--- config.mk ---
export PLATFORM = sky130hd
export DESIGN_NAME = rtc_digit_access_port
export DESIGN_NICKNAME = d
export VERILOG_FILES = /design/src/rtl/rtc_pkg.sv /design/src/rtl/rtc_second_tick.sv /design/src/rtl/rtc_digit_access_port.sv
export SDC_FILE = /design/constraint.sdc
export NUM_CORES = 1
export LEC_CHECK = 0
export BUFFER_PORTS_ARGS = -buffer_cell sky130_fd_sc_hd__buf_2
export CAP_MARGIN = 20
export CORE_AREA = 5 5 108 121
export DETAILED_ROUTE_END_ITERATION = 10
export DIE_AREA = 0 0 113 126
export GPL_TIMING_DRIVEN = 0
export PLACE_DENSITY = 0.68
export RECOVER_POWER = 50
export REMOVE_ABC_BUFFERS = 1
export SLEW_MARGIN = 20
export SYNTH_ARGS = -nofsm -noshare
export SYNTH_HDL_FRONTEND = slang
export SYNTH_SLANG_ARGS = --single-unit
--- constraint.sdc ---
create_clock -name clk_i -period 3.18 [get_ports clk_i]
set_input_delay 0.159 -clock clk_i [delete_from_list [all_inputs] [get_ports clk_i]]
set_output_delay 0.159 -clock clk_i [all_outputs]
set_load 0.02 [all_outputs]
--- src/rtl/rtc_pkg.sv ---
// Constants and types shared by the time-of-day clock digit access logic.
// Assumes a single 125 MHz system clock and a synchronous active-high reset.
package rtc_pkg;

  // Timing
  localparam int unsigned CLK_PERIOD_NS = 8;
  localparam int unsigned SECOND_NS     = 1000000000;
  localparam int unsigned SECOND_CYCLES = SECOND_NS / CLK_PERIOD_NS;

  // Command port field positions
  localparam int unsigned CMD_HOLD_BIT  = 6;
  localparam int unsigned CMD_WRITE_BIT = 5;
  localparam int unsigned CMD_READ_BIT  = 4;

  // Digit selector codes
  localparam logic [3:0] SEL_SEC_U  = 4'h0;
  localparam logic [3:0] SEL_SEC_T  = 4'h1;
  localparam logic [3:0] SEL_MIN_U  = 4'h2;
  localparam logic [3:0] SEL_MIN_T  = 4'h3;
  localparam logic [3:0] SEL_HR_U   = 4'h4;
  localparam logic [3:0] SEL_HR_T   = 4'h5;
  localparam logic [3:0] SEL_WDAY   = 4'h6;
  localparam logic [3:0] SEL_DAY_U  = 4'h7;
  localparam logic [3:0] SEL_DAY_T  = 4'h8;
  localparam logic [3:0] SEL_MON_U  = 4'h9;
  localparam logic [3:0] SEL_MON_T  = 4'hA;
  localparam logic [3:0] SEL_YR_U   = 4'hB;
  localparam logic [3:0] SEL_YR_T   = 4'hC;
  localparam int unsigned NUM_DIGITS = 13;

  // Special bits inside hours-tens and day-tens digits
  localparam int unsigned HR_T_24H_BIT  = 3;
  localparam int unsigned HR_T_PM_BIT   = 2;
  localparam int unsigned DAY_T_LEAP_BIT = 2;

  // Reset values: 24 hour mode, 00:00:00, day 01, month 01, year 00
  localparam logic [7:0] CMD_RESET   = 8'h00;
  localparam logic [3:0] HR_T_RESET  = 4'h8;
  localparam logic [3:0] DAY_U_RESET = 4'h1;
  localparam logic [3:0] MON_U_RESET = 4'h1;

  // Calendar limits in BCD
  localparam logic [7:0] BCD_FEB     = 8'h02;
  localparam logic [7:0] BCD_APR     = 8'h04;
  localparam logic [7:0] BCD_JUN     = 8'h06;
  localparam logic [7:0] BCD_SEP     = 8'h09;
  localparam logic [7:0] BCD_NOV     = 8'h11;
  localparam logic [7:0] BCD_DEC     = 8'h12;
  localparam logic [7:0] BCD_DAYS_28 = 8'h28;
  localparam logic [7:0] BCD_DAYS_29 = 8'h29;
  localparam logic [7:0] BCD_DAYS_30 = 8'h30;
  localparam logic [7:0] BCD_DAYS_31 = 8'h31;
  localparam logic [3:0] WDAY_LAST   = 4'h6;

  // Command byte as the host writes it
  typedef struct packed {
    logic       unused;
    logic       hold;
    logic       wr;
    logic       rd;
    logic [3:0] sel;
  } cmd_t;

endpackage

--- src/rtl/rtc_second_tick.sv ---
// One-second timebase: a free-running divider giving a one-cycle enable pulse.
// Assumes the system clock and synchronous reset of the clock block.
`timescale 1ns/1ps
module rtc_second_tick #(
  parameter int unsigned CYCLES = rtc_pkg::SECOND_CYCLES
) (
  // Clock and reset
  input  wire logic clk_i,
  input  wire logic rst_i,
  // Tick
  output logic      tick_o
);

  logic [31:0] cnt_ff;
  logic [31:0] nxt_cnt;
  logic        tick_ff;
  logic        nxt_tick;

  always_comb begin
    nxt_tick = (cnt_ff == CYCLES - 1);
    nxt_cnt  = nxt_tick ? 32'h0 : cnt_ff + 32'h1;
  end

  always_ff @(posedge clk_i) begin
    if (rst_i) begin
      cnt_ff  <= 32'h0;
      tick_ff <= 1'b0;
    end else begin
      cnt_ff  <= nxt_cnt;
      tick_ff <= nxt_tick;
    end
  end

  assign tick_o = tick_ff;

endmodule

--- src/rtl/rtc_digit_access_port.sv ---
// Time-of-day clock and calendar reached through a command port and a digit data port.
// Assumes host strobes are synchronous to clk_i and last one cycle per port access.
`timescale 1ns/1ps
// Summary of operation
// - A data port read returns the selected digit as BCD in bits 3..0.
// - Bits 7..4 of every data port read are zero.
// - Any digit may be selected and read in any order.
// - Command bit 6 set stops all time and date counting.
// - Seconds lost while frozen are not made up afterwards.
// - Command bit 5 set copies the data port value into the selected digit, minutes units through year tens.
// - Command bit 4 set puts the selected digit on the data port.
// - Selector codes 0 to 12 pick seconds units through year tens.
// - Hours tens digit also holds 12/24 hour mode and AM/PM.
// - Hours tens bit 3 is 24 hour mode, bit 2 PM, bits 1..0 tens.
// - Day tens bit 2 grants February 29 days, cleared after the 29th.
// - Writing either seconds digit loads zero whatever data is given.
module rtc_digit_access_port #(
  parameter int unsigned SECOND_CYCLES = rtc_pkg::SECOND_CYCLES
) (
  // Clock and reset
  input  wire logic       clk_i,
  input  wire logic       rst_i,
  // Host port accesses
  input  wire logic       cmd_wr_i,
  input  wire logic       data_wr_i,
  input  wire logic [7:0] wdata_i,
  // Data port read value
  output logic [7:0]      rdata_o
);

  rtc_pkg::cmd_t cmd_ff;
  rtc_pkg::cmd_t nxt_cmd;
  logic [3:0]    data_ff;
  logic [3:0]    nxt_data;
  logic [7:0]    rdata_ff;
  logic [7:0]    nxt_rdata;
  logic [3:0]    dig_ff  [rtc_pkg::NUM_DIGITS];
  logic [3:0]    nxt_dig [rtc_pkg::NUM_DIGITS];
  logic          tick;
  logic          c_min;
  logic          c_hr;
  logic          c_day;
  logic          c_mon;
  logic          c_yr;
  logic [7:0]    day_bcd;
  logic [7:0]    mon_bcd;
  logic [7:0]    day_max;
  logic [3:0]    hr_t;

  rtc_second_tick #(
    .CYCLES (SECOND_CYCLES)
  ) u_tick (
    .clk_i  (clk_i),
    .rst_i  (rst_i),
    .tick_o (tick)
  );

  // Host-facing registers
  always_comb begin
    nxt_cmd   = cmd_wr_i ? rtc_pkg::cmd_t'(wdata_i) : cmd_ff;
    nxt_data  = data_wr_i ? wdata_i[3:0] : data_ff;
    nxt_rdata = 8'h00;
    if (cmd_ff.rd && cmd_ff.sel <= rtc_pkg::SEL_YR_T) begin
      nxt_rdata[3:0] = dig_ff[cmd_ff.sel];
    end
  end

  always_ff @(posedge clk_i) begin
    if (rst_i) begin
      cmd_ff   <= rtc_pkg::cmd_t'(rtc_pkg::CMD_RESET);
      data_ff  <= 4'h0;
      rdata_ff <= 8'h00;
    end else begin
      cmd_ff   <= nxt_cmd;
      data_ff  <= nxt_data;
      rdata_ff <= nxt_rdata;
    end
  end

  assign rdata_o = rdata_ff;

  // Calendar counting and digit writes
  always_comb begin
    nxt_dig = dig_ff;
    c_min   = 1'b0;
    c_hr    = 1'b0;
    c_day   = 1'b0;
    c_mon   = 1'b0;
    c_yr    = 1'b0;
    hr_t    = dig_ff[rtc_pkg::SEL_HR_T];
    day_bcd = {2'b00, dig_ff[rtc_pkg::SEL_DAY_T][1:0], dig_ff[rtc_pkg::SEL_DAY_U]};
    mon_bcd = {dig_ff[rtc_pkg::SEL_MON_T], dig_ff[rtc_pkg::SEL_MON_U]};
    if (mon_bcd == rtc_pkg::BCD_FEB) begin
      day_max = dig_ff[rtc_pkg::SEL_DAY_T][rtc_pkg::DAY_T_LEAP_BIT] ?
                rtc_pkg::BCD_DAYS_29 : rtc_pkg::BCD_DAYS_28;
    end else if (mon_bcd == rtc_pkg::BCD_APR || mon_bcd == rtc_pkg::BCD_JUN ||
                 mon_bcd == rtc_pkg::BCD_SEP || mon_bcd == rtc_pkg::BCD_NOV) begin
      day_max = rtc_pkg::BCD_DAYS_30;
    end else begin
      day_max = rtc_pkg::BCD_DAYS_31;
    end
    // Ticks arriving while frozen are dropped, not queued
    if (tick && !cmd_ff.hold) begin
      if (dig_ff[0] == 4'h9) begin
        nxt_dig[0] = 4'h0;
        if (dig_ff[1] == 4'h5) begin
          nxt_dig[1] = 4'h0;
          c_min      = 1'b1;
        end else begin
          nxt_dig[1] = dig_ff[1] + 4'h1;
        end
      end else begin
        nxt_dig[0] = dig_ff[0] + 4'h1;
      end
      if (c_min) begin
        if (dig_ff[2] == 4'h9) begin
          nxt_dig[2] = 4'h0;
          if (dig_ff[3] == 4'h5) begin
            nxt_dig[3] = 4'h0;
            c_hr       = 1'b1;
          end else begin
            nxt_dig[3] = dig_ff[3] + 4'h1;
          end
        end else begin
          nxt_dig[2] = dig_ff[2] + 4'h1;
        end
      end
      if (c_hr) begin
        if (hr_t[rtc_pkg::HR_T_24H_BIT]) begin
          if (hr_t[1:0] == 2'd2 && dig_ff[4] == 4'h3) begin
            nxt_dig[4] = 4'h0;
            nxt_dig[5] = {hr_t[3:2], 2'd0};
            c_day      = 1'b1;
          end else if (dig_ff[4] == 4'h9) begin
            nxt_dig[4] = 4'h0;
            nxt_dig[5] = {hr_t[3:2], hr_t[1:0] + 2'd1};
          end else begin
            nxt_dig[4] = dig_ff[4] + 4'h1;
          end
        end else if (hr_t[0] && dig_ff[4] == 4'h2) begin
          nxt_dig[4] = 4'h1;
          nxt_dig[5] = {hr_t[3:2], 2'd0};
        end else if (hr_t[0] && dig_ff[4] == 4'h1) begin
          nxt_dig[4] = 4'h2;
          nxt_dig[5] = {hr_t[3], ~hr_t[2], 2'd1};
          c_day      = hr_t[rtc_pkg::HR_T_PM_BIT];
        end else if (dig_ff[4] == 4'h9) begin
          nxt_dig[4] = 4'h0;
          nxt_dig[5] = {hr_t[3:2], 2'd1};
        end else begin
          nxt_dig[4] = dig_ff[4] + 4'h1;
        end
      end
      if (c_day) begin
        nxt_dig[6] = (dig_ff[6] == rtc_pkg::WDAY_LAST) ? 4'h0 : dig_ff[6] + 4'h1;
        if (day_bcd == day_max) begin
          nxt_dig[7] = rtc_pkg::DAY_U_RESET;
          nxt_dig[8] = {dig_ff[8][3], dig_ff[8][2], 2'd0};
          if (day_bcd == rtc_pkg::BCD_DAYS_29 && mon_bcd == rtc_pkg::BCD_FEB) begin
            nxt_dig[8][rtc_pkg::DAY_T_LEAP_BIT] = 1'b0;
          end
          c_mon = 1'b1;
        end else if (dig_ff[7] == 4'h9) begin
          nxt_dig[7] = 4'h0;
          nxt_dig[8] = {dig_ff[8][3:2], dig_ff[8][1:0] + 2'd1};
        end else begin
          nxt_dig[7] = dig_ff[7] + 4'h1;
        end
      end
      if (c_mon) begin
        if (mon_bcd == rtc_pkg::BCD_DEC) begin
          nxt_dig[9]  = rtc_pkg::MON_U_RESET;
          nxt_dig[10] = 4'h0;
          c_yr        = 1'b1;
        end else if (dig_ff[9] == 4'h9) begin
          nxt_dig[9]  = 4'h0;
          nxt_dig[10] = dig_ff[10] + 4'h1;
        end else begin
          nxt_dig[9] = dig_ff[9] + 4'h1;
        end
      end
      if (c_yr) begin
        nxt_dig[11] = (dig_ff[11] == 4'h9) ? 4'h0 : dig_ff[11] + 4'h1;
        if (dig_ff[11] == 4'h9) begin
          nxt_dig[12] = (dig_ff[12] == 4'h9) ? 4'h0 : dig_ff[12] + 4'h1;
        end
      end
    end
    // Host write wins over counting; counting resumes from what is stored
    if (cmd_ff.wr && cmd_ff.sel <= rtc_pkg::SEL_YR_T) begin
      if (cmd_ff.sel <= rtc_pkg::SEL_SEC_T) begin
        nxt_dig[cmd_ff.sel] = 4'h0;
      end else begin
        nxt_dig[cmd_ff.sel] = data_ff;
      end
    end
  end

  always_ff @(posedge clk_i) begin
    if (rst_i) begin
      for (int i = 0; i < rtc_pkg::NUM_DIGITS; i++) begin
        dig_ff[i] <= 4'h0;
      end
      dig_ff[rtc_pkg::SEL_HR_T]  <= rtc_pkg::HR_T_RESET;
      dig_ff[rtc_pkg::SEL_DAY_U] <= rtc_pkg::DAY_U_RESET;
      dig_ff[rtc_pkg::SEL_MON_U] <= rtc_pkg::MON_U_RESET;
    end else begin
      dig_ff <= nxt_dig;
    end
  end
endmodule

# Word-level counts from Yosys, hierarchy flattened
# Cells that the tools add are included.
# word_totals
regBits	104
input_bits	12
output_inout_bits	8
word_cells	142
# op_classes
n_addsub	14
n_lt_le_gt_ge	4
n_eq_ne	23
mux	60
n_bitwise	5
reduce_logical	14
# op_table
cell	count
two-way mux 52 bit	3
two-way mux 8 bit	10
two-way mux 4 bit	17
AND 52 bit	1
bitwise mux 52 bit	1
NOT 52 bit	1
adder 4 x 1 -> 4 bit (second input constant)	11
adder 32 x 1 -> 32 bit (second input constant)	1
equality test 32 x 27 -> 1 bit (second input constant)	1
equality test 4 bit (second input constant)	7
two-way mux 1 bit	22
binary-select mux 4 bit (select 4 bit)	1
demux 4 bit (select 4 bit)	1
equality test 8 x 3 -> 1 bit (second input constant)	2
equality test 8 x 5 -> 1 bit (second input constant)	2
equality test 4 x 3 -> 1 bit (second input constant)	3
two-way mux 12 bit	1
equality test 4 x 2 -> 1 bit (second input constant)	2
equality test 6 x 8 -> 1 bit	1
equality test 8 x 2 -> 1 bit (second input constant)	1
equality test 8 x 4 -> 1 bit (second input constant)	1
logical AND 1 bit	8
equality test 6 bit (second input constant)	1
two-way mux 2 bit	3
13 further kinds	18

# Depth between registers and ports, before layout
# Gate-level depths: netlist of the first run.
# depth
depth_word	17
ltp_mapped	12

# Cells and area by module
# From an unflattened synthesis of the first run, not the netlist that was laid out.
# unflattened
hier_cells	713
hier_area_um2	6062.1
# by_module_without_submodules
module	instances	cells_per_inst	area_each_um2
rtc_digit_access_port	1	535	4509.3
rtc_second_tick	1	178	1552.7

# Least setup slack after synthesis of the first run
# Ideal clock, no wire load.
# synth_timing
path_type	reg-to-reg
startpoint	register dig_ff[34] in the netlist's numbering
endpoint	register dig_ff[5] in the netlist's numbering
setup_ps	91
arrival_time_ps	2661
required_time_ps	3089
path_slack_ps	428
path_stages_with_launch	10
path_buffers	0
period_less_slack_ps	2752
cell_sequence	dfxtp_1 -> or3b_1 -> nor2_1 -> ha_1 -> nor2b_1 -> o21ai_1 -> a2111o_1 -> or3_1 -> or4_1 -> a311oi_1
# synth_between
elab_chain_len	16
# synth_lines
item	line	source
start, declared	rtc_digit_access_port.sv:37	logic [3:0] dig_ff [rtc_pkg::NUM_DIGITS];
start signal, assigned by index	rtc_digit_access_port.sv:204	dig_ff[rtc_pkg::SEL_HR_T] <= rtc_pkg::HR_T_RESET;
start signal, assigned by index	rtc_digit_access_port.sv:205	dig_ff[rtc_pkg::SEL_DAY_U] <= rtc_pkg::DAY_U_RESET;
start signal, assigned by index	rtc_digit_access_port.sv:206	dig_ff[rtc_pkg::SEL_MON_U] <= rtc_pkg::MON_U_RESET;
equality test 4 x 1 -> 1 bit	rtc_digit_access_port.sv:143	end else if (hr_t[0] && dig_ff[4] == 4'h1) begin
logical AND 1 bit	rtc_digit_access_port.sv:143	
two-way mux 1 bit	rtc_digit_access_port.sv:143	
two-way mux 1 bit	rtc_digit_access_port.sv:140	end else if (hr_t[0] && dig_ff[4] == 4'h2) begin
two-way mux 1 bit *	rtc_digit_access_port.sv:129	if (hr_t[rtc_pkg::HR_T_24H_BIT]) begin
two-way mux 1 bit *	rtc_digit_access_port.sv:128	if (c_hr) begin
two-way mux 1 bit *	rtc_digit_access_port.sv:103	if (tick && !cmd_ff.hold) begin
two-way mux 1 bit *	rtc_digit_access_port.sv:154	if (c_day) begin
two-way mux 1 bit *	rtc_digit_access_port.sv:103	
two-way mux 1 bit *	rtc_digit_access_port.sv:170	if (c_mon) begin
two-way mux 1 bit *	rtc_digit_access_port.sv:103	
two-way mux 8 bit *	rtc_digit_access_port.sv:182	if (c_yr) begin
two-way mux 52 bit *	rtc_digit_access_port.sv:103	
bitwise mux 52 bit / AND 52 bit (equally long branches)	-	
two-way mux 52 bit	rtc_digit_access_port.sv:191	if (cmd_ff.sel <= rtc_pkg::SEL_SEC_T) begin
two-way mux 52 bit *	rtc_digit_access_port.sv:190	if (cmd_ff.wr && cmd_ff.sel <= rtc_pkg::SEL_YR_T) begin
# Mark *: on every way between the ends. The rest lies on a longest branch, timed or not. The select of a mux whose other input is x is not followed.
# A chain may end at the register's enable or synchronous reset.

# Final worst setup path of the first run
# Ends and elaborated chain as after synthesis.

==> results of run 1 <==
-- worst max-delay path, stage by stage, from the launching register on --
cell	delay [ns]
dfxtp_2	0.37
or3b_4	0.44
nor2_1	0.11
ha_1	0.14
nor2b_1	0.15
o21ai_2	0.11
a2111o_2	0.50
or3_1	0.40
or4_1	0.50
a311oi_2	0.28
-- how the worst min path moves through the flow --
stage / depth (start not counted) / slack (ns) / endpoint / startpoint
finish: 3 / 0.05 / cmd_ff[6]$_SDFFE_PP0P_ / wdata_i[6]
global route: 3 / 0.06 / cmd_ff[4]$_SDFFE_PP0P_ / wdata_i[4]
CTS: 3 / 0.04 / cmd_ff[6]$_SDFFE_PP0P_ / wdata_i[6]
detailed placement: 3 / 0.41 / cmd_ff[6]$_SDFFE_PP0P_ / wdata_i[6]
global placement: 3 / 0.41 / cmd_ff[4]$_SDFFE_PP0P_ / wdata_i[4]
floorplan: 1 / 0.23 / day_bcd[4]$_SDFF_PP0_ / rst_i
-- through the flow --
step	total power, W	cells	setup slack [ns]
4_1_cts	0.00250	840	0.0378
3_3_place_gp	0.00146	822	-0.715
2_1_floorplan	0.00140	654	0.282
5_1_grt	0.00258	844	0.0196
3_5_place_dp	0.00146	823	-0.0862
6_report	0.00248	844	0.0879
-- cells by family (layout without fill, tap and decap cells) --
family                     count (synthesis)  count (layout)  synth area share [%]
DFF                                      100             100                  35.0
AOI/OAI and AO/OA                        122             122                  14.6
muxes                                     27              27                  7.35
xor gates and xnor gates                  50              50                  7.66
and+or+nand+nor                          326             326                  29.1
adders and majority gates                 10              10                  2.19
buffers and inverters                     56              51                  4.01
other                                      1               4                0.0656
-- layer usage --
metal,wire [um],up-vias
met4,350,0
met2,6770,179
li1,-,2457
met1,6360,2421
met3,982,34
met5,0,-
-- repair_timing --
action                                  CTS  global route
buffers inserted                          1             4
resized for setup                         1             6
pin swaps                                 1             1
endpoints found under the setup margin    1            13
-- area by class of cell --
cell class	count	area, um2
Clock inverter	5	43.8
Multi-Input combinational cell	539	3520
Inverter	15	56.3
Sequential cell	100	2000
Timing Repair Buffer	20	120
Tap cell	154	193
Clock buffer	11	233
Fill cell	1112	5550
-- power by group through the flow --
stage          Sequential, W  Combinational (W)  Clock, W
2_1_floorplan        0.00133          0.0000739         0
3_3_place_gp         0.00135           0.000112         0
3_5_place_dp         0.00135           0.000117         0
4_1_cts              0.00132           0.000118   0.00106
5_1_grt              0.00132           0.000129   0.00112
6_report             0.00132           0.000117   0.00104
-- registers in the layout, indices dropped and copies added (netlist names) --
register	flops
day_bcd	6
u_tick.tick_o	1
rdata_o	4
cmd_ff	7
data_ff	4
u_tick.cnt_ff	32
hr_t	4
dig_ff	42
-- placed cells by master, fill, tap and decap left out, drive strengths merged, types with 3 or more instances in the layout --
cell type	n
nor3b	5
and2	8
nor2b	23
nor3	20
nand3	32
nand3b	3
and3	15
a31oi	8
o211ai	4
nand2	59
and4	4
nor4	9
xnor2	21
or3	4
or3b	3
mux2i	15
conb	4
mux4	12
o31ai	3
a311oi	12
inv	18
nand2b	11
o21ai	24
nand4b	4
xor2	29
clkbuf	16
a211oi	29
buf	15
nand4	10
ha	10
a21oi	26
dfxtp	100
nor2	102
==> impl_metrics.yaml, run 1 <==
critical_path:
  critPathLaunch: "dig_ff[34]$_SDFF_PP0_"
  r2r_slack_ns: 0.09
  critPathArrivalTime_ns: 3.35
  endpoint_kind: "register"
  crit_fanout: 8
  worstSetupPathType: "reg2reg"
  cp-endpoint: "dig_ff[5]$_SDFF_PP0_"
  r2r_cells: 9
  r2r_end: "dig_ff[5]$_SDFF_PP0_"
  r2r_start: "dig_ff[34]$_SDFF_PP0_"
  worst_ep_required_time_ns: 3.43
  start_kind: "register"
timing:
  fin_hold_ws_ns: 0.0513
  fin_tns_setup_ns: 0
  rsz0062_at_grt: "false"
  clock_skew_ns: 0.00774
  finalSetupViolCount: 0
  slew_headroom_pct: 18.1
  worst_pin_slew_ns: 1.22
  period_share_pct: 97.2
  maxSlewViolCount: 0
  hold_viol_final: 0
  period_needed_ns: 3.09
  fmax_mhz: 323
yosys:
  synth_cell_type_count: 67
  synth.area.top_cells: "dfxtp_1 (35%), nor2_1 (6.7%), mux4_2 (4.7%)"
  synth_top_area_share_pct: 35.0
  synth_common_cells: "nor2_1 (102), dfxtp_1 (100), nand2_1 (59)"
  syn-cell-area_um2: 5720
  ys_seq_elements: 100
  yosysWarnings: 0
  yosysMostFrequentCell: "nor2_1"
  yosysSeqAreaShare_pct: 35.0
  synth_ff_type: "dfxtp_1"
  synth_top_area_cell: "dfxtp_1"
  synth_cells: 692
  avgSynthCellArea_um2: 8.26
  synth-edff-count: 0
  synthArstFlopShare_pct: 0
die:
  die_w_um: 113
  initial_utilization_pct: 48.8
  num_io_pins: 20
  row_count: 42
  core_um2: 11700
  die_area_um2: 14200
  dieHeight_um: 126
place:
  io_buffers: 14
  hpwl_um: 10000
  post_dp_cell_area_um2: 5840
  place.gp.congestion: 0.924
layout:
  area_delta_synth_final_pct: 7.90
  n_antenna_cell: 0
  post-route-util_pct: 52.6
  nets: 707
  drive_gt1_share_pct: 7.68
  design_area_um2: 6170
power:
  p_comb_share_pct: 4.7
  switching_share_pct: 25.1
  vdd_ir_drop_max_mv: 0.348
  p_int_w: 0.00186
  p_leak_nw: 2.17
  clockPowerShare_pct: 42.0
  powerDensity_nw_per_um2: 402
  p_sw_w: 0.000622
  seq_power_share_pct: 53.2
grt:
  track_usage_pct: 20.4
  antenna_found_initial: 0
  grt_use_met1_pct: 26.5
  top_usage_layer: "met2"
  grt_pass1_vias: 4784
  grt_max_degree: 56
  grt_overflow: 0
  grt_first_pass_wirelength_um: 23900
  use_met2_pct: 32.8
  met3_usage_pct: 4.37
route:
  wl_um: 14500
  post_drt_via_cell_ratio: 6.03
  drtIter0Drc: 394
  ant_nets: 0
  vias: 5091
  wire_per_inst_um: 17.1
  dr.pass1.iters: 7
  route.detailed.drc: 0
cts:
  clk_transition_reported_paths_ns: 0.07
  cts_num_sinks: 100
  postCtsHoldBufs: 0
  clk-insertion-delay-late_ns: 0.35
  cts_tree: "done"
  cts_buffers: 9
  htree_num_levels: 3
  clockRootBuffer: "clkbuf_16"
  clk_path_buf_depth: 2
outcome:
  status: "completed"
hold_path:
  hp-class: "in2reg"
run:
  max_cap_viol_count: 0
Note: power is estimated with default switching activity, not from simulation.
==> inputs of run 2 (changes only) <==
--- a/config.mk
+++ b/config.mk
@@ -7,10 +7,9 @@
 export LEC_CHECK = 0
 export BUFFER_PORTS_ARGS = -buffer_cell sky130_fd_sc_hd__buf_2
 export CAP_MARGIN = 20
-export CORE_AREA = 5 5 108 121
+export CORE_AREA = 2 2 105 118
 export DETAILED_ROUTE_END_ITERATION = 10
-export DIE_AREA = 0 0 113 126
-export GPL_TIMING_DRIVEN = 0
+export DIE_AREA = 0 0 107 120
 export PLACE_DENSITY = 0.68
 export RECOVER_POWER = 50
 export REMOVE_ABC_BUFFERS = 1
==> run 2 against run 1 <==
  * Highest routed layer unchanged
  * Cell count is 0.95% higher
  * Fmax is 0.79% higher
  * First-iteration DRC count is 6.1% higher
  * Critical endpoint unchanged
==> impl_metrics.yaml, run 2 (same netlist as run 1, synthesis figures left out) <==
timing:
  maxSlewViolCount: 0
  fin_tns_setup_ns: 0
  rsz0062_at_grt: "false"
  fmax_mhz: 326
  finalSetupViolCount: 0
  timing.final.ws_setup_ns: 0.112
  period_share_pct: 96.5
  slew_headroom_pct: 34.5
  hold_viol_final: 0
  period_needed_ns: 3.07
  clock_skew_ns: 0.00660
  worst_pin_slew_ns: 0.976
power:
  seq_power_share_pct: 50.6
  p_leak_nw: 2.22
  powerDensity_nw_per_um2: 416
  clockPowerShare_pct: 44.5
  p_comb_share_pct: 4.9
  vdd_ir_drop_max_mv: 0.306
  p_int_w: 0.00195
  p_sw_w: 0.000648
  switching_share_pct: 25.0
cts:
  clk_transition_reported_paths_ns: 0.07
  cts_buffers: 9
  postCtsHoldBufs: 0
  cts_tree: "done"
  clockRootBuffer: "clkbuf_16"
  post_cts_buffers: 0
  cts_num_sinks: 100
  htree_num_levels: 3
  clk-insertion-delay-late_ns: 0.35
  cts_resized: 0
  clk_path_buf_depth: 2
route:
  vias: 5107
  route.detailed.drc: 0
  wire_per_inst_um: 16.9
  wl_um: 14400
  dr.pass1.iters: 5
  drtIter0Drc: 418
  ant_nets: 0
  post_drt_via_cell_ratio: 5.99
critical_path:
  crit_fanout: 5
  r2r_cells: 9
  endpoint_kind: "register"
  critPathArrivalTime_ns: 3.32
  r2r_start: "hr_t[0]$_SDFF_PP0_"
  worstSetupPathType: "reg2reg"
  start_kind: "register"
  worst_ep_required_time_ns: 3.43
  critPathLaunch: "hr_t[0]$_SDFF_PP0_"
die:
  core_um2: 11700
  dieHeight_um: 120
  row_count: 42
  die_area_um2: 12800
  num_io_pins: 20
  initial_utilization_pct: 48.8
  die_w_um: 107
grt:
  grt_first_pass_wirelength_um: 24200
  track_usage_pct: 23.6
  grt_overflow: 0
  grt_max_degree: 55
  antenna_found_initial: 0
  grt_pass1_vias: 4799
place:
  io_buffers: 14
  place_ws_ns: 0.143
  place.gp.congestion: 0.935
  hpwl_um: 10400
layout:
  nets: 715
  fill_cells: 1093
  area_delta_synth_final_pct: 9.02
  max_flop_register: "dig_ff"
  largest_reg_flops: 42
  n_antenna_cell: 0
  layout_common_cells: "nor2_1 (102), dfxtp_1 (100), nand2_1 (59)"
  final_common_cell: "nor2_1"
  multi_input_area_um2: 3500
  regArea_um2: 2000
  reg_top3: "dig_ff: 42 flops, u_tick.cnt_ff: 32 flops, cmd_ff: 7 flops"
  drive_gt1_share_pct: 8.17
outcome:
  status: "completed"
hold_path:
  hp-class: "in2reg"
  hold_depth: 3
  min_from: "wdata_i[2]"
run:
  max_cap_viol_count: 0
-- run 2: changes by cell type in the layout (fill, tap and decap cells not counted), moves of 2 or more --
cell        delta
buf_4          +9
dfxtp_2        -2
clkinvlp_4     -2
dfxtp_1        +2
-- run 2: power by group through the flow --
stage / registers [W] / clock network [W] / logic [W]
after floorplan: 0.00133 / 0 / 0.0000739
after global placement: 0.00134 / 0 / 0.000125
after detailed placement: 0.00134 / 0 / 0.000128
after CTS: 0.00131 / 0.00118 / 0.000128
after global routing: 0.00132 / 0.00123 / 0.000141
final: 0.00131 / 0.00116 / 0.000128
-- run 2: stage by stage --
step                total power (W)  instance area [um2]  hold WS, ns  std cells  utilization, %
CTS                         0.00262                 6230       0.0502        849            53.1
global route                0.00268                 6230       0.0775        852            53.2
floorplan                   0.00140                 5560        0.228        654               -
finish                      0.00260                 6230       0.0591        852            53.2
detailed placement          0.00147                 5910        0.421        833            50.5
global placement            0.00146                 5910        0.409        833            50.5
-- run 2: critical path: stages, from the launching register on --
cell      delay (ns)
dfxtp_1         0.37
or3b_1          0.43
nor2_1          0.13
ha_1            0.14
nor2b_1         0.11
o21ai_1         0.12
a2111o_1        0.50
or3_1           0.37
or4_1           0.47
a311oi_1        0.31
-- run 2: routing by layer --
metal  track usage, %  routed length, um  vias to the layer above
li1                 -                  -                     2472
met1             31.4               6440                     2430
met2             37.8               6790                      176
met3             4.62                820                       29
met4             8.93                347                        0
met5                0                  0                        -
-- run 2: area by class of cell --
cell class | count | area share, %
sequential | 100 | 32.1
clock inverter | 7 | 1.41
clock buffer | 9 | 3.61
inverter | 15 | 0.903
multi-input combinational | 539 | 56.2
timing repair buffer | 28 | 2.67
tap | 154 | 3.09
-- run 2: final timing paths --
path / end / slack [ns]
hold reg to reg: dig_ff[19]$_SDFFE_PP0P_ / 0.47
setup / recovery: dig_ff[5]$_SDFF_PP0_ / 0.11
hold / removal: cmd_ff[2]$_SDFFE_PP0P_ / 0.06
setup reg to reg: dig_ff[5]$_SDFF_PP0_ / 0.11
==> inputs of run 3 (changes only) <==
--- a/config.mk
+++ b/config.mk
@@ -12,7 +12,7 @@
 export DIE_AREA = 0 0 107 120
 export PLACE_DENSITY = 0.68
 export RECOVER_POWER = 50
-export REMOVE_ABC_BUFFERS = 1
+export SKIP_CTS_REPAIR_TIMING = 1
 export SLEW_MARGIN = 20
 export SYNTH_ARGS = -nofsm -noshare
 export SYNTH_HDL_FRONTEND = slang
==> run 3 against run 2 <==
  * Sequential share of layout area is 0.071 points higher
  * Count of clock-buffer cells in the layout is 2 higher
  * Flip-flop and latch count stayed put
  * Clock power is 5% higher
  * Fmax is 3.6% higher
  * Critical endpoint unchanged
==> impl_metrics.yaml, run 3 (same netlist as run 1, synthesis figures left out) <==
outcome:
  status: "completed"
critical_path:
  r2r_slack_ns: 0.22
  r2r_cells: 9
  r2r_end: "dig_ff[5]$_SDFF_PP0_"
  worstSetupPathType: "reg2reg"
  crit_chain: "or3b_4 -> nor2_1 -> ha_1 -> nor2b_1 -> o21ai_1 -> a2111o_1 -> or3_1 -> or4_1 -> a311oi_1"
  worst_ep_required_time_ns: 3.45
  crit_fanout: 8
  max_stage_delay_ns: 0.48
  endpoint_kind: "register"
  slowest_stage: "or4_1"
  r2r_start: "dig_ff[34]$_SDFF_PP0_"
  critPathArrivalTime_ns: 3.23
  start_kind: "register"
place:
  dp_cells: 830
  io_buffers: 14
  hpwl_um: 10200
  place.gp.congestion: 0.937
grt:
  track_usage_pct: 23.0
  grt_pass1_vias: 4780
  grt_max_degree: 33
  grt_overflow: 0
  grt_first_pass_wirelength_um: 23400
  antenna_found_initial: 0
power:
  powerDensity_nw_per_um2: 427
  p_leak_nw: 2.19
  vdd_ir_drop_max_mv: 0.408
cts:
  cts_tree: "done"
  cts_buffers: 9
  clockRootBuffer: "clkbuf_16"
  cts_num_sinks: 100
  clk-insertion-delay-late_ns: 0.35
  htree_num_levels: 3
  clk_path_buf_depth: 2
  clk_transition_reported_paths_ns: 0.07
layout:
  layout_common_cells: "nor2_1 (102), dfxtp_1 (100), nand2_1 (59)"
  area_delta_synth_final_pct: 8.78
  max_flop_register: "dig_ff"
  n_antenna_cell: 0
  final_common_cell: "nor2_1"
  largest_reg_flops: 42
  fill_cells: 1088
  fin_cells: 846
  nets: 709
  reg_top3: "dig_ff: 42 flops, u_tick.cnt_ff: 32 flops, cmd_ff: 7 flops"
  drive_gt1_share_pct: 7.37
route:
  wl_um: 14300
  ant_nets: 0
  route.detailed.drc: 0
  dr.pass1.iters: 5
  vias: 5020
  drtIter0Drc: 402
  wire_per_inst_um: 16.9
  post_drt_via_cell_ratio: 5.93
timing:
  clock_skew_ns: 0.00784
  slew_headroom_pct: 6.70
  period_share_pct: 93.1
  hold_viol_final: 0
  fmax_mhz: 338
  fin_tns_setup_ns: 0
  period_needed_ns: 2.96
  rsz0062_at_grt: "false"
  maxSlewViolCount: 0
  worst_pin_slew_ns: 1.40
  finalSetupViolCount: 0
die:
  die_w_um: 107
  num_io_pins: 20
  initial_utilization_pct: 48.8
  dieHeight_um: 120
  core_um2: 11700
  die_area_um2: 12800
  row_count: 42
hold_path:
  min_from: "wdata_i[4]"
  hp-class: "in2reg"
  holdPathEnd: "cmd_ff[4]$_SDFFE_PP0P_"
  hold_depth: 3
run:
  max_cap_viol_count: 0
==> run 3: worst max-delay path by stage <==
stage,startpoint,to
2_1_floorplan,dig_ff[34]$_SDFF_PP0_,dig_ff[5]$_SDFF_PP0_
3_3_place_gp,dig_ff[34]$_SDFF_PP0_,dig_ff[5]$_SDFF_PP0_
3_5_place_dp,dig_ff[34]$_SDFF_PP0_,dig_ff[5]$_SDFF_PP0_
4_1_cts,dig_ff[34]$_SDFF_PP0_,dig_ff[5]$_SDFF_PP0_
5_1_grt,dig_ff[34]$_SDFF_PP0_,dig_ff[5]$_SDFF_PP0_
6_report,dig_ff[34]$_SDFF_PP0_,dig_ff[5]$_SDFF_PP0_
==> run 3: cell type report <==
type	count	area (um2)	share of cell area, %
tap	154	193	3.10
inverter	15	56.3	0.905
clock inverter	5	83.8	1.35
clock buffer	11	253	4.06
sequential	100	2000	32.2
timing repair buffer	22	118	1.89
multi-input combinational	539	3510	56.5
==> run 3: stage by stage <==
| step | instance area [um2] | util (%) | power (W) | hold WS (ns) | setup slack, ns |
|---|---|---|---|---|---|
| 2_1_floorplan | 5730 | - | 0.00142 | 0.306 | 0.428 |
| 3_3_place_gp | 5890 | 50.3 | 0.00146 | 0.394 | 0.260 |
| 3_5_place_dp | 5890 | 50.3 | 0.00147 | 0.408 | 0.232 |
| 6_report | 6220 | 53.1 | 0.00266 | 0.0481 | 0.218 |
| 4_1_cts | 6230 | 53.1 | 0.00268 | 0.0423 | 0.204 |
| 5_1_grt | 6220 | 53.1 | 0.00275 | 0.0685 | 0.0223 |
==> run 3: layer usage <==
layer  vias to the layer above  part of all wire (%)  global-route usage [%]
met5                         -                     0                       0
met4                         0                   2.1                    7.95
met3                        24                   4.4                    3.86
met2                       133                    50                    40.4
met1                      2403                    43                    28.2
li1                       2460                     -                       -
==> run 3: where the power goes <==
part | switching [W] | internal, W
clock | 0.000483 | 0.000734
sequential | 0.0000413 | 0.00127
combinational | 0.0000818 | 0.0000468
total | 0.000606 | 0.00205
==> run 3: critical path: cells and delay by family, from the launching register on <==
family / cells / cell delay, ns
compound gates: 3 / 0.85
fa+ha+maj: 1 / 0.15
flops: 1 / 0.38
simple gates: 5 / 1.52
